[src/scs_pkg.sv]
package scs_pkg;

    // Register byte offsets.
    localparam logic [7:0] SCS_STATUS_OFS = 8'h00;
    localparam logic [7:0] SCS_FLAG_OFS = 8'h04;
    localparam logic [7:0] SCS_MASK_OFS = 8'h08;
    localparam logic [7:0] SCS_CTRL_OFS = 8'h0c;
    localparam logic [7:0] SCS_TRIM_OFS = 8'h10;

    // Field positions.
    localparam int SCS_STATUS_SRC_BIT = 0;
    localparam int SCS_STATUS_BATT_BIT = 1;
    localparam int SCS_FLAG_CHG_BIT = 0;
    localparam int SCS_CTRL_DRV_LSB = 0;
    localparam int SCS_CTRL_KEEP_BIT = 2;
    localparam int SCS_CTRL_CAL_BIT = 3;

    // Reset values.
    localparam logic [1:0] SCS_DRIVE_RESET = 2'h1;
    localparam logic SCS_MASK_RESET = 1'b1;
    localparam logic SCS_KEEP_RESET = 1'b0;
    localparam logic SCS_CAL_RESET = 1'b0;
    localparam logic [4:0] SCS_TRIM_RESET = 5'h00;

    // Timing.
    localparam int SCS_CLK_PERIOD_PS = 4000;
    localparam int SCS_XTAL_LOSS_NS = 100000;
    localparam int SCS_XTAL_LOSS_CYCLES = (SCS_XTAL_LOSS_NS * 1000) / SCS_CLK_PERIOD_PS;
    localparam logic [7:0] SCS_XTAL_GOOD_EDGES = 8'h40;
    localparam logic [16:0] SCS_TICK_NOMINAL = 17'h08000;

    // AXI responses.
    localparam logic [1:0] SCS_RESP_OKAY = 2'h0;
    localparam logic [1:0] SCS_RESP_SLVERR = 2'h2;

    typedef enum logic [2:0] {
        SCS_ST_NONE,
        SCS_ST_RC,
        SCS_ST_TO_XTAL,
        SCS_ST_XTAL,
        SCS_ST_TO_RC
    } scs_state_e;

endpackage : scs_pkg

[src/scs_selector.sv]
`timescale 1ns/1ps
// Notes on behaviour
// - No crystal running: use internal oscillator.
// - Internal oscillator runs only with main battery.
// - Crystal active: crystal stays selected, never internal.
// - During switch-over end high phase, then park output low, no glitch.
// - Crystal stops: fall back to internal oscillator.
// - Status bit: 0 internal, 1 crystal.
// - Every source change sets change flag, except a switch cut short by battery loss.
// - Flag interrupts only while mask is clear.
// - Control logic clocked from selected slow clock.
// - Crystal and timing logic run without battery.
// - 1 Hz tick from calibratable 32768 counter.
// - Two-bit output drive select, resets to 01.
// - Secondary slow clock output for secure keeper.
// - Keep-on bit keeps secondary output enabled.
// - Five-bit signed trim corrects counter only.
module scs_selector #(
    parameter int XTAL_LOSS_CYCLES = scs_pkg::SCS_XTAL_LOSS_CYCLES
) (
    // Clock and reset.
    input wire logic aclk,
    input wire logic aresetn,
    // Oscillator and supply inputs.
    input wire logic crystal_clk_in,
    input wire logic rc_clk_in,
    input wire logic main_battery_supply,
    input wire logic device_off_state,
    // Oscillator and clock outputs.
    output logic rc_osc_enable,
    output logic main_slow_clock_out,
    output logic processor_slow_clock_out,
    output logic processor_slow_clock_oe,
    output logic [1:0] slow_out_drive_select,
    output logic slow_clock_enable,
    output logic one_hz_tick,
    output logic irq,
    // AXI4-Lite write address.
    input wire logic [7:0] s_axi_awaddr,
    input wire logic s_axi_awvalid,
    output logic s_axi_awready,
    // AXI4-Lite write data.
    input wire logic [31:0] s_axi_wdata,
    input wire logic [3:0] s_axi_wstrb,
    input wire logic s_axi_wvalid,
    output logic s_axi_wready,
    // AXI4-Lite write response.
    output logic [1:0] s_axi_bresp,
    output logic s_axi_bvalid,
    input wire logic s_axi_bready,
    // AXI4-Lite read address.
    input wire logic [7:0] s_axi_araddr,
    input wire logic s_axi_arvalid,
    output logic s_axi_arready,
    // AXI4-Lite read data.
    output logic [31:0] s_axi_rdata,
    output logic [1:0] s_axi_rresp,
    output logic s_axi_rvalid,
    input wire logic s_axi_rready
);
    import scs_pkg::*;

    localparam logic [15:0] LOSS_LIMIT = 16'(XTAL_LOSS_CYCLES);

    function automatic logic reg_mapped(input logic [7:0] addr);
        reg_mapped = (addr == SCS_STATUS_OFS) || (addr == SCS_FLAG_OFS) ||
                     (addr == SCS_MASK_OFS) || (addr == SCS_CTRL_OFS) ||
                     (addr == SCS_TRIM_OFS);
    endfunction : reg_mapped

    // Oscillator observation and source selection state.
    logic xtal_prev;
    logic rc_prev;
    logic sel_prev;
    logic [15:0] loss_cnt;
    logic [7:0] good_cnt;
    logic xtal_running;
    scs_state_e state;
    logic src_status;
    logic src_status_sync;
    logic [16:0] tick_cnt;
    logic next_xtal_prev;
    logic next_rc_prev;
    logic next_sel_prev;
    logic [15:0] next_loss_cnt;
    logic [7:0] next_good_cnt;
    logic next_xtal_running;
    scs_state_e next_state;
    logic next_src_status;
    logic next_src_status_sync;
    logic [16:0] next_tick_cnt;
    logic next_main_out;
    logic next_mcu_out;
    logic next_mcu_oe;
    logic next_rc_enable;
    logic next_slow_en;
    logic next_tick;
    logic change_event;

    // Register file and bus state.
    logic change_flag;
    logic change_mask;
    logic keep_on;
    logic cal_enable;
    logic [4:0] trim_word;
    logic aw_full;
    logic w_full;
    logic [7:0] aw_addr;
    logic [31:0] w_data;
    logic [3:0] w_strb;
    logic next_change_flag;
    logic next_change_mask;
    logic next_keep_on;
    logic next_cal_enable;
    logic [4:0] next_trim_word;
    logic [1:0] next_drive;
    logic next_aw_full;
    logic next_w_full;
    logic [7:0] next_aw_addr;
    logic [31:0] next_w_data;
    logic [3:0] next_w_strb;
    logic next_awready;
    logic next_wready;
    logic next_bvalid;
    logic [1:0] next_bresp;
    logic next_arready;
    logic next_rvalid;
    logic [31:0] next_rdata;
    logic [1:0] next_rresp;
    logic next_irq;

    always_comb
    begin
        logic xtal_rise;
        logic sel_level;
        logic sel_rise;
        logic [16:0] terminal;
        logic park_level;
        xtal_rise = crystal_clk_in && !xtal_prev;
        // Between sources a high phase is kept two cycles at most and then parked low,
        // so a switch can neither leave a runt nor wait forever on a held high.
        park_level = main_slow_clock_out && !sel_prev;
        sel_level = park_level;
        sel_rise = 1'b0;
        terminal = SCS_TICK_NOMINAL;
        next_xtal_prev = crystal_clk_in;
        next_rc_prev = rc_clk_in;
        next_loss_cnt = loss_cnt;
        next_good_cnt = good_cnt;
        next_xtal_running = xtal_running;
        next_state = state;
        change_event = 1'b0;
        // The crystal watchdog runs on every edge whatever the battery does.
        if (xtal_rise)
        begin
            next_loss_cnt = 16'h0000;
            if (good_cnt != SCS_XTAL_GOOD_EDGES)
            begin
                next_good_cnt = good_cnt + 8'h01;
            end
            else
            begin
                next_xtal_running = 1'b1;
            end
        end
        else if (loss_cnt >= LOSS_LIMIT)
        begin
            // A silent crystal must requalify before it can be picked again.
            next_xtal_running = 1'b0;
            next_good_cnt = 8'h00;
        end
        else
        begin
            next_loss_cnt = loss_cnt + 16'h0001;
        end
        // The output is parked low during a switch and released only when both the
        // parked level and the new source are low, so no runt pulse escapes.
        case (state)
            SCS_ST_NONE:
            begin
                if (xtal_running)
                begin
                    next_state = SCS_ST_TO_XTAL;
                end
                else if (main_battery_supply)
                begin
                    next_state = SCS_ST_TO_RC;
                end
            end
            SCS_ST_RC:
            begin
                sel_level = rc_clk_in;
                sel_rise = rc_clk_in && !rc_prev;
                if (xtal_running)
                begin
                    next_state = SCS_ST_TO_XTAL;
                end
                else if (!main_battery_supply)
                begin
                    next_state = SCS_ST_NONE;
                    change_event = 1'b1;
                end
            end
            SCS_ST_TO_XTAL:
            begin
                if (!xtal_running)
                begin
                    next_state = main_battery_supply ? SCS_ST_TO_RC : SCS_ST_NONE;
                end
                else if (!main_slow_clock_out && !crystal_clk_in)
                begin
                    next_state = SCS_ST_XTAL;
                    change_event = 1'b1;
                end
            end
            SCS_ST_XTAL:
            begin
                // The internal oscillator is never looked at here.
                sel_level = crystal_clk_in;
                sel_rise = xtal_rise;
                if (!xtal_running)
                begin
                    next_state = main_battery_supply ? SCS_ST_TO_RC : SCS_ST_NONE;
                    change_event = !main_battery_supply;
                end
            end
            SCS_ST_TO_RC:
            begin
                if (xtal_running)
                begin
                    next_state = SCS_ST_TO_XTAL;
                end
                else if (!main_battery_supply)
                begin
                    next_state = SCS_ST_NONE;
                end
                else if (!main_slow_clock_out && !rc_clk_in)
                begin
                    next_state = SCS_ST_RC;
                    change_event = 1'b1;
                end
            end
            default:
            begin
                next_state = SCS_ST_NONE;
            end
        endcase
        next_main_out = sel_level;
        next_sel_prev = main_slow_clock_out;
        // Control logic downstream runs on this enable, one pulse per rising slow edge.
        next_slow_en = sel_rise;
        next_src_status = (state == SCS_ST_XTAL);
        next_src_status_sync = src_status;
        next_rc_enable = main_battery_supply;
        // Secondary output follows the selected clock; drive in off state only on keep-on.
        next_mcu_oe = keep_on || !device_off_state;
        next_mcu_out = next_mcu_oe && sel_level;
        // Trim shortens or stretches the second, never the clocks themselves.
        if (cal_enable)
        begin
            terminal = SCS_TICK_NOMINAL - {{12{trim_word[4]}}, trim_word};
        end
        next_tick = 1'b0;
        next_tick_cnt = tick_cnt;
        if (sel_rise)
        begin
            if (tick_cnt + 17'h00001 >= terminal)
            begin
                next_tick_cnt = 17'h00000;
                next_tick = 1'b1;
            end
            else
            begin
                next_tick_cnt = tick_cnt + 17'h00001;
            end
        end
    end

    always_ff @(posedge aclk)
    begin
        if (!aresetn)
        begin
            xtal_prev <= 1'b0;
            rc_prev <= 1'b0;
            sel_prev <= 1'b0;
            loss_cnt <= 16'h0000;
            good_cnt <= 8'h00;
            xtal_running <= 1'b0;
            state <= SCS_ST_NONE;
            src_status <= 1'b0;
            src_status_sync <= 1'b0;
            tick_cnt <= 17'h00000;
            main_slow_clock_out <= 1'b0;
            processor_slow_clock_out <= 1'b0;
            processor_slow_clock_oe <= 1'b0;
            rc_osc_enable <= 1'b0;
            slow_clock_enable <= 1'b0;
            one_hz_tick <= 1'b0;
        end
        else
        begin
            xtal_prev <= next_xtal_prev;
            rc_prev <= next_rc_prev;
            sel_prev <= next_sel_prev;
            loss_cnt <= next_loss_cnt;
            good_cnt <= next_good_cnt;
            xtal_running <= next_xtal_running;
            state <= next_state;
            src_status <= next_src_status;
            src_status_sync <= next_src_status_sync;
            tick_cnt <= next_tick_cnt;
            main_slow_clock_out <= next_main_out;
            processor_slow_clock_out <= next_mcu_out;
            processor_slow_clock_oe <= next_mcu_oe;
            rc_osc_enable <= next_rc_enable;
            slow_clock_enable <= next_slow_en;
            one_hz_tick <= next_tick;
        end
    end

    // Bus slave and register file.
    always_comb
    begin
        logic do_write;
        logic do_read;
        do_write = aw_full && w_full && !s_axi_bvalid;
        do_read = s_axi_arvalid && s_axi_arready;
        next_aw_full = aw_full;
        next_w_full = w_full;
        next_aw_addr = aw_addr;
        next_w_data = w_data;
        next_w_strb = w_strb;
        next_bvalid = s_axi_bvalid && !s_axi_bready;
        next_bresp = s_axi_bresp;
        next_rvalid = s_axi_rvalid && !s_axi_rready;
        next_rdata = s_axi_rdata;
        next_rresp = s_axi_rresp;
        next_change_mask = change_mask;
        next_keep_on = keep_on;
        next_cal_enable = cal_enable;
        next_trim_word = trim_word;
        next_drive = slow_out_drive_select;
        next_change_flag = change_flag;
        if (s_axi_awvalid && s_axi_awready)
        begin
            next_aw_full = 1'b1;
            next_aw_addr = s_axi_awaddr;
        end
        if (s_axi_wvalid && s_axi_wready)
        begin
            next_w_full = 1'b1;
            next_w_data = s_axi_wdata;
            next_w_strb = s_axi_wstrb;
        end
        if (do_write)
        begin
            next_aw_full = 1'b0;
            next_w_full = 1'b0;
            next_bvalid = 1'b1;
            next_bresp = reg_mapped(aw_addr) ? SCS_RESP_OKAY : SCS_RESP_SLVERR;
            if (w_strb[0])
            begin
                case (aw_addr)
                    SCS_FLAG_OFS:
                    begin
                        if (w_data[SCS_FLAG_CHG_BIT])
                        begin
                            next_change_flag = 1'b0;
                        end
                    end
                    SCS_MASK_OFS:
                    begin
                        next_change_mask = w_data[SCS_FLAG_CHG_BIT];
                    end
                    SCS_CTRL_OFS:
                    begin
                        next_drive = w_data[SCS_CTRL_DRV_LSB +: 2];
                        next_keep_on = w_data[SCS_CTRL_KEEP_BIT];
                        next_cal_enable = w_data[SCS_CTRL_CAL_BIT];
                    end
                    SCS_TRIM_OFS:
                    begin
                        next_trim_word = w_data[4:0];
                    end
                    default:
                    begin
                        next_drive = slow_out_drive_select;
                    end
                endcase
            end
        end
        // A change in the same cycle as a clear still leaves the flag set.
        if (change_event)
        begin
            next_change_flag = 1'b1;
        end
        if (do_read)
        begin
            next_rvalid = 1'b1;
            next_rresp = reg_mapped(s_axi_araddr) ? SCS_RESP_OKAY : SCS_RESP_SLVERR;
            next_rdata = 32'h00000000;
            case (s_axi_araddr)
                SCS_STATUS_OFS:
                begin
                    next_rdata[SCS_STATUS_SRC_BIT] = src_status_sync;
                    next_rdata[SCS_STATUS_BATT_BIT] = rc_osc_enable;
                end
                SCS_FLAG_OFS:
                begin
                    next_rdata[SCS_FLAG_CHG_BIT] = change_flag;
                end
                SCS_MASK_OFS:
                begin
                    next_rdata[SCS_FLAG_CHG_BIT] = change_mask;
                end
                SCS_CTRL_OFS:
                begin
                    next_rdata[SCS_CTRL_DRV_LSB +: 2] = slow_out_drive_select;
                    next_rdata[SCS_CTRL_KEEP_BIT] = keep_on;
                    next_rdata[SCS_CTRL_CAL_BIT] = cal_enable;
                end
                SCS_TRIM_OFS:
                begin
                    next_rdata[4:0] = trim_word;
                end
                default:
                begin
                    next_rdata = 32'h00000000;
                end
            endcase
        end
        next_awready = !next_aw_full;
        next_wready = !next_w_full;
        next_arready = !next_rvalid;
        next_irq = next_change_flag && !next_change_mask;
    end

    always_ff @(posedge aclk)
    begin
        if (!aresetn)
        begin
            aw_full <= 1'b0;
            w_full <= 1'b0;
            aw_addr <= 8'h00;
            w_data <= 32'h00000000;
            w_strb <= 4'h0;
            s_axi_awready <= 1'b0;
            s_axi_wready <= 1'b0;
            s_axi_bvalid <= 1'b0;
            s_axi_bresp <= SCS_RESP_OKAY;
            s_axi_arready <= 1'b0;
            s_axi_rvalid <= 1'b0;
            s_axi_rdata <= 32'h00000000;
            s_axi_rresp <= SCS_RESP_OKAY;
            change_flag <= 1'b0;
            change_mask <= SCS_MASK_RESET;
            keep_on <= SCS_KEEP_RESET;
            cal_enable <= SCS_CAL_RESET;
            trim_word <= SCS_TRIM_RESET;
            slow_out_drive_select <= SCS_DRIVE_RESET;
            irq <= 1'b0;
        end
        else
        begin
            aw_full <= next_aw_full;
            w_full <= next_w_full;
            aw_addr <= next_aw_addr;
            w_data <= next_w_data;
            w_strb <= next_w_strb;
            s_axi_awready <= next_awready;
            s_axi_wready <= next_wready;
            s_axi_bvalid <= next_bvalid;
            s_axi_bresp <= next_bresp;
            s_axi_arready <= next_arready;
            s_axi_rvalid <= next_rvalid;
            s_axi_rdata <= next_rdata;
            s_axi_rresp <= next_rresp;
            change_flag <= next_change_flag;
            change_mask <= next_change_mask;
            keep_on <= next_keep_on;
            cal_enable <= next_cal_enable;
            trim_word <= next_trim_word;
            slow_out_drive_select <= next_drive;
            irq <= next_irq;
        end
    end

endmodule : scs_selector

[config.mk]
export PLATFORM = sky130hd
export DESIGN_NAME = scs_selector
export DESIGN_NICKNAME = d
export VERILOG_FILES = /design/src/scs_pkg.sv /design/src/scs_selector.sv
export SDC_FILE = /design/constraint.sdc
export NUM_CORES = 1
export LEC_CHECK = 0
export BUFFER_PORTS_ARGS = -buffer_cell sky130_fd_sc_hd__buf_4
export CAP_MARGIN = 15
export CELL_PAD_IN_SITES_DETAIL_PLACEMENT = 0
export CELL_PAD_IN_SITES_GLOBAL_PLACEMENT = 1
export CORE_MARGIN = 2
export CORE_UTILIZATION = 43
export DETAILED_ROUTE_END_ITERATION = 16
export PLACE_DENSITY_LB_ADDON = 0.08
export SLEW_MARGIN = 10
export SYNTH_ARGS = -nofsm -noshare
export SYNTH_HDL_FRONTEND = slang
export SYNTH_SLANG_ARGS = --single-unit
export TNS_END_PERCENT = 20
[constraint.sdc]
create_clock -name aclk -period 6.6 [get_ports aclk]
set_input_delay 0.33 -clock aclk [delete_from_list [all_inputs] [get_ports aclk]]
set_output_delay 0.33 -clock aclk [all_outputs]
set_load 0.05 [all_outputs]
==> results of run 1 <==
==> Yosys cell counts (2+ instances only) <==
library cell,instances,area share (%)
clkbuf_2,3,0.30
nor2b_1,2,0.25
nor4_2,2,0.50
nand3_1,27,2.7
a22oi_1,6,0.90
nand4_1,11,1.4
clkbuf_1,15,1.1
o21ai_0,24,2.4
a211oi_1,5,0.75
a21boi_0,2,0.30
nor4_1,9,1.1
or2_2,2,0.25
nand2_1,67,5.0
o31ai_1,2,0.30
nand2b_1,6,0.75
buf_4,30,4.5
o21a_1,2,0.30
xor2_1,6,1.1
nor3_1,12,1.2
mux2i_1,10,2.0
or3_1,3,0.38
a41oi_1,2,0.35
and2_1,7,0.88
nor2_1,65,4.9
o211ai_1,2,0.30
and4_1,2,0.35
xnor2_1,23,4.0
a31oi_1,12,1.5
a22o_1,9,1.6
mux2_2,2,0.45
buf_2,3,0.30
dfxtp_1,96,38
a21oi_1,38,3.8
nor4b_1,5,0.88
ha_1,26,6.5
nand4b_1,3,0.53
nor3b_1,4,0.60
inv_1,15,1.1
and3_1,8,1.0
==> layer usage <==
layer	routed length (um)	vias up	GRT usage, %
met4	124	0	5.10
met2	5110	81	28.6
li1	-	2123	-
met3	551	10	5.61
met5	0	-	0
met1	4980	1926	23.5
==> report_power, final <==
part           internal (uW)  switching [uW]  total (uW)
Sequential               594            16.2         610
Combinational           37.8            92.2         130
Clock                    298             239         538
Total                    930             348        1280
==> worst paths after layout <==
path	startpoint	end	slack, ns	cells past startpoint
setup reg to reg	tick_cnt[0]$_SDFFE_PN0P_	tick_cnt[2]$_SDFFE_PN0P_	2.49	12
hold reg to reg	next_src_status_sync$_SDFF_PN0_	src_status_sync$_SDFF_PN0_	0.43	1
hold / removal	device_off_state	processor_slow_clock_oe$_SDFF_PN0_	0.16	2
setup / recovery	tick_cnt[0]$_SDFFE_PN0P_	tick_cnt[2]$_SDFFE_PN0P_	2.49	12
==> critical path, cell delays in order (launching register included) <==
cell and delay, ns:
dfxtp_1 0.44, ha_1 0.34, and3_1 0.28, and4_1 0.34, nand3_1 0.15, xnor2_1 0.22
ha_1 0.29, o21ai_1 0.24, nor4_1 0.08, a211o_1 0.35, nor4b_4 0.89, or2b_1 0.29
a31oi_1 0.14
==> flip-flops by register name, indices dropped and copies added (netlist names), 3 cells and up <==
| name | flops |
|---|---|
| aw_addr | 8 |
| good_cnt | 8 |
| loss_cnt | 16 |
| s_axi_rdata | 5 |
| state | 3 |
| tick_cnt | 17 |
| trim_word | 5 |
| w_data | 5 |
==> final cells by class <==
class	count	area [um2]	share of cell area, %
Clock buffer	9	225	3.97
Timing Repair Buffer	55	413	7.29
Clock inverter	7	80.1	1.41
Tap cell	143	179	3.16
Sequential cell	96	1920	33.9
Multi-Input combinational cell	455	2790	49.2
Inverter	16	60.1	1.06
==> metrics by stage <==
stage / cell area, um2 / std cells / hold WS (ns) / setup slack [ns] / power [uW]
after floorplan: 5100 / 620 / 0.412 / 3.40 / 731
after global placement: 5360 / 765 / 0.420 / 2.54 / 752
after detailed placement: 5360 / 765 / 0.417 / 2.48 / 754
after CTS: 5670 / 781 / 0.141 / 2.44 / 1300
after global routing: 5670 / 781 / 0.154 / 2.05 / 1340
final: 5670 / 781 / 0.159 / 2.49 / 1280
==> cells by family after synthesis <==
logic type,count (synthesis),synth area share (%)
mux,13,2.91
compound gates,114,14.2
buf+inv,69,7.97
xor+xnor,29,5.09
flops,96,38.5
fa+ha+maj,26,6.51
simple gates,244,24.8
other cells,1,0.0751
==> reports/metrics.yaml, run 1 <==
critPathKind: "reg2reg"
clock.fmax_ghz: 0.243
first_pass_iters: 5
hold_class: "in2reg"
vias_per_cell: 5.30
synthFlopType: "dfxtp_1"
clock_skew_ns: 0.00783
yosys_warnings: 0
grt_pass1_vias: 3797
ctsResizeCount: 0
p_leak_uw: 0.00230
die_h_um: 112
ant_nets: 0
path_max_fanout: 20
hold_viol: 0
grt.total_usage_pct: 18.0
port_buffers: 53
clock-root-buffer: "clkbuf_16"
synth_cell_types: 63
yosysSeqAreaShare_pct: 38.5
mostFrequentLayoutCells: "dfxtp_1, nand2_1, nor2_1, buf_4, a21oi_1"
end_kind: "flop"
status: "finished, final reports clean"
htree_levels: 3
core_area_um2: 11400
final_util_pct: 49.8
dpl.hpwl_um: 7890
ys_seq_elements: 96
setup_violations: 0
async_flop_share_pct: 0
synth-edff-count: 0
hold_buffers: 0
final.setup.tns_ns: 0
synth.avg_cell_area_um2: 8.44
remaining_drc_errors: 0
numCtsBuffers: 9
slew_viol_final: 0
powerDensity_nw_per_um2: 226
initial_core_util_pct: 43.9
die_w_um: 112
irDropWorstVdd_uv: 221
wirelength_um: 10800
syn_inst: 592
required_ns: 6.88
critPathLaunchType: "flop"
nets: 722
maxCapViolations: 0
fillCellCount: 1098
grt_pass1_wl_um: 18300
dr.first_iter.drc_count: 328
dieArea_um2: 12500
syn_area_um2: 4990
rsz0062_at_grt: "no"
insertion_delay_ns: 0.36
row_count: 39
grt_antenna_before_repair: 0
grt_overflow: 0
vias: 4140
wire_per_inst_um: 13.8
clock-sinks: 96
globalplace.congestion: 0.786
min_period_ns: 4.11
crit_arrival_ns: 4.40
syn2layout_area_growth_pct: 13.5
diodes: 0
max_slew.worst_pin.slew_ns: 1.04
io_pins: 113
path_clk_slew_ns: 0.07
tritoncts: "built"
postCtsSetupBuffers: 0
final_common_cell: "dfxtp_1"
maxSlewHeadroom_pct: 30.6
clock_path_buffers: 2
grt_max_degree: 43
post-route-period-util_pct: 62.3
drive_gt1_share_pct: 13.0
No activity file was read; power rests on OpenSTA's default activity.
==> run 2: changes to the inputs <==
- CORE_UTILIZATION: 43 -> 36
- clock period: 6.6 -> 3.62 ns (I/O delays scaled with it)
==> reports/metrics.yaml, run 2 (same netlist as run 1, synthesis figures left out) <==
fillCellCount: 1408  # was 1098
mostFrequentLayoutCells: "dfxtp_1, nand2_1, buf_4, nor2_1, a21oi_1"  # was dfxtp_1, nand2_1, nor2_1, buf_4, a21oi_1
timing.final.ws_setup_ns: 0.320  # was 2.49 ns
end_kind: "flop"  # unchanged
nets: 734  # was 722
crit_start: "tick_cnt[3]$_SDFFE_PN0P_"  # was tick_cnt[0]$_SDFFE_PN0P_
htree_levels: 3  # unchanged
crit_end: "tick_cnt[2]$_SDFFE_PN0P_"  # unchanged
setup_violations: 0  # unchanged
r2r_end: "tick_cnt[2]$_SDFFE_PN0P_"  # unchanged
irDropWorstVdd_uv: 181  # was 221 uV
path_clk_slew_ns: 0.07  # about the same
ff2ff_setup_slack_ns: 0.32  # was 2.49 ns
initial_core_util_pct: 36.4  # was 43.9%
core_area_um2: 13700  # was 11400 um2
row_count: 43  # was 39
post-route-period-util_pct: 91.2  # was 62.3%
drive_gt1_share_pct: 14.9  # was 13.0%
vias_per_cell: 5.08  # was 5.30
die_w_um: 122  # was 112 um
grt.total_usage_pct: 15.9  # was 18.0%
clock_path_buffers: 2  # unchanged
largest_reg_flops: 17  # unchanged
dp_slack_ns: 0.234  # was 2.48 ns
maxCapViolations: 0  # unchanged
hold_class: "in2reg"  # unchanged
diodes: 0  # unchanged
insertion_delay_ns: 0.35  # was 0.36 ns
remaining_drc_errors: 0  # unchanged
hold_viol: 0  # unchanged
required_ns: 3.90  # was 6.88 ns
powerDensity_nw_per_um2: 416  # was 226 nW/um2
regMostFlops: "tick_cnt"  # unchanged
die_h_um: 122  # was 112 um
reg2regPathDepth: 13  # was 12
syn2layout_area_growth_pct: 17.0  # was 13.5%
wire_per_inst_um: 13.5  # was 13.8 um
wirelength_um: 11200  # was 10800 um
tritoncts: "built"  # unchanged
grt_pass1_wl_um: 18800  # was 18300 um
globalplace.congestion: 0.848  # was 0.786
clock-root-buffer: "clkbuf_16"  # unchanged
dr.first_iter.drc_count: 261  # was 328
status: "finished, final reports clean"  # unchanged
multiInputGateArea_um2: 2790  # about the same
dieArea_um2: 14800  # was 12500 um2
dpl.hpwl_um: 8180  # was 7890 um
clock.fmax_ghz: 0.303  # was 0.243 GHz
clock_skew_ns: 0.00762  # was 0.00783 ns
ant_nets: 0  # unchanged
maxSlewHeadroom_pct: 29.9  # was 30.6%
grt_overflow: 0  # unchanged
p_leak_uw: 0.00239  # was 0.00230 uW
grt_pass1_vias: 3972  # was 3797
max_slew.worst_pin.slew_ns: 1.05  # was 1.04 ns
hold_buffers: 0  # unchanged
grt_antenna_before_repair: 0  # unchanged
final_util_pct: 42.6  # was 49.8%
io_pins: 113  # unchanged
slew_viol_final: 0  # unchanged
critPathKind: "reg2reg"  # unchanged
top_regs: "tick_cnt (17), loss_cnt (16)"  # unchanged
vias: 4213  # was 4140
critPathLaunchType: "flop"  # unchanged
rsz0062_at_grt: "no"  # unchanged
final.setup.tns_ns: 0  # unchanged
port_buffers: 53  # unchanged
first_pass_iters: 4  # was 5
clock-sinks: 96  # unchanged
worst_hold_slack_ns: 0.0192  # was 0.159 ns
hp-start: "device_off_state"  # unchanged
numCtsBuffers: 9  # unchanged
path_max_fanout: 10  # was 20
crit_arrival_ns: 3.58  # was 4.40 ns
grt_max_degree: 44  # was 43
min_period_ns: 3.30  # was 4.11 ns
regArea_um2: 1920  # about the same
final_common_cell: "dfxtp_1"  # unchanged
r2r-start: "tick_cnt[3]$_SDFFE_PN0P_"  # was tick_cnt[0]$_SDFFE_PN0P_
[run 2: how the worst min path moves through the flow]
stage                                         end  cells past startpoint  slack (ns)
2_1_floorplan  processor_slow_clock_oe$_SDFF_PN0_                      1        0.28
4_1_cts        processor_slow_clock_oe$_SDFF_PN0_                      2       0.005
3_5_place_dp   processor_slow_clock_oe$_SDFF_PN0_                      2        0.38
6_report       processor_slow_clock_oe$_SDFF_PN0_                      2        0.02
3_3_place_gp   processor_slow_clock_oe$_SDFF_PN0_                      2        0.37
5_1_grt        processor_slow_clock_oe$_SDFF_PN0_                      2        0.02
[run 2: cell type report]
cell class | instances | area share, %
multi-input cells | 455 | 47.8
flip-flops and latches | 96 | 32.9
repair buffers | 67 | 8.61
clock buffers | 11 | 4.33
well taps | 180 | 3.86
clock inverters | 5 | 1.48
inverters | 16 | 1.03
[run 2: timing repair]
| action | 4_1_cts | 5_1_grt |
|---|---|---|
| setup buffers | 0 | 3 |
| gates resized for setup | 0 | 3 |
| setup endpoints to repair | 0 | 6 |
[run 2: power breakdown]
part           switching [uW]  total, uW  leakage [uW]  internal, uW
registers                29.6       1110      0.000779          1080
logic                     169        239       0.00145          69.6
clock network             429       1080      0.000160           648
[run 2: worst max-delay path: stages, from the launching register on]
cell and delay (ns):
dfxtp_1 0.42, and3_1 0.21, and3_1 0.25, and4_1 0.25, nand3_1 0.12, xnor2_1 0.17
ha_1 0.33, o21ai_1 0.19, nor4_1 0.08, a211o_1 0.34, nor4b_2 0.28, buf_4 0.21
or2b_1 0.23, a31oi_1 0.14
[run 2: routing by layer]
metal	GRT usage (%)	share of wire [%]
met1	22.1	51
met2	24.1	44
met3	2.72	3.2
met4	7.26	1.9
met5	0	0
[run 2: metrics by stage]
stage	area (um2)	instances	total power [uW]
floorplan	5100	620	1330
global placement	5470	811	1370
detailed placement	5470	811	1380
CTS	5810	827	2460
global route	5840	830	2530
finish	5840	830	2430
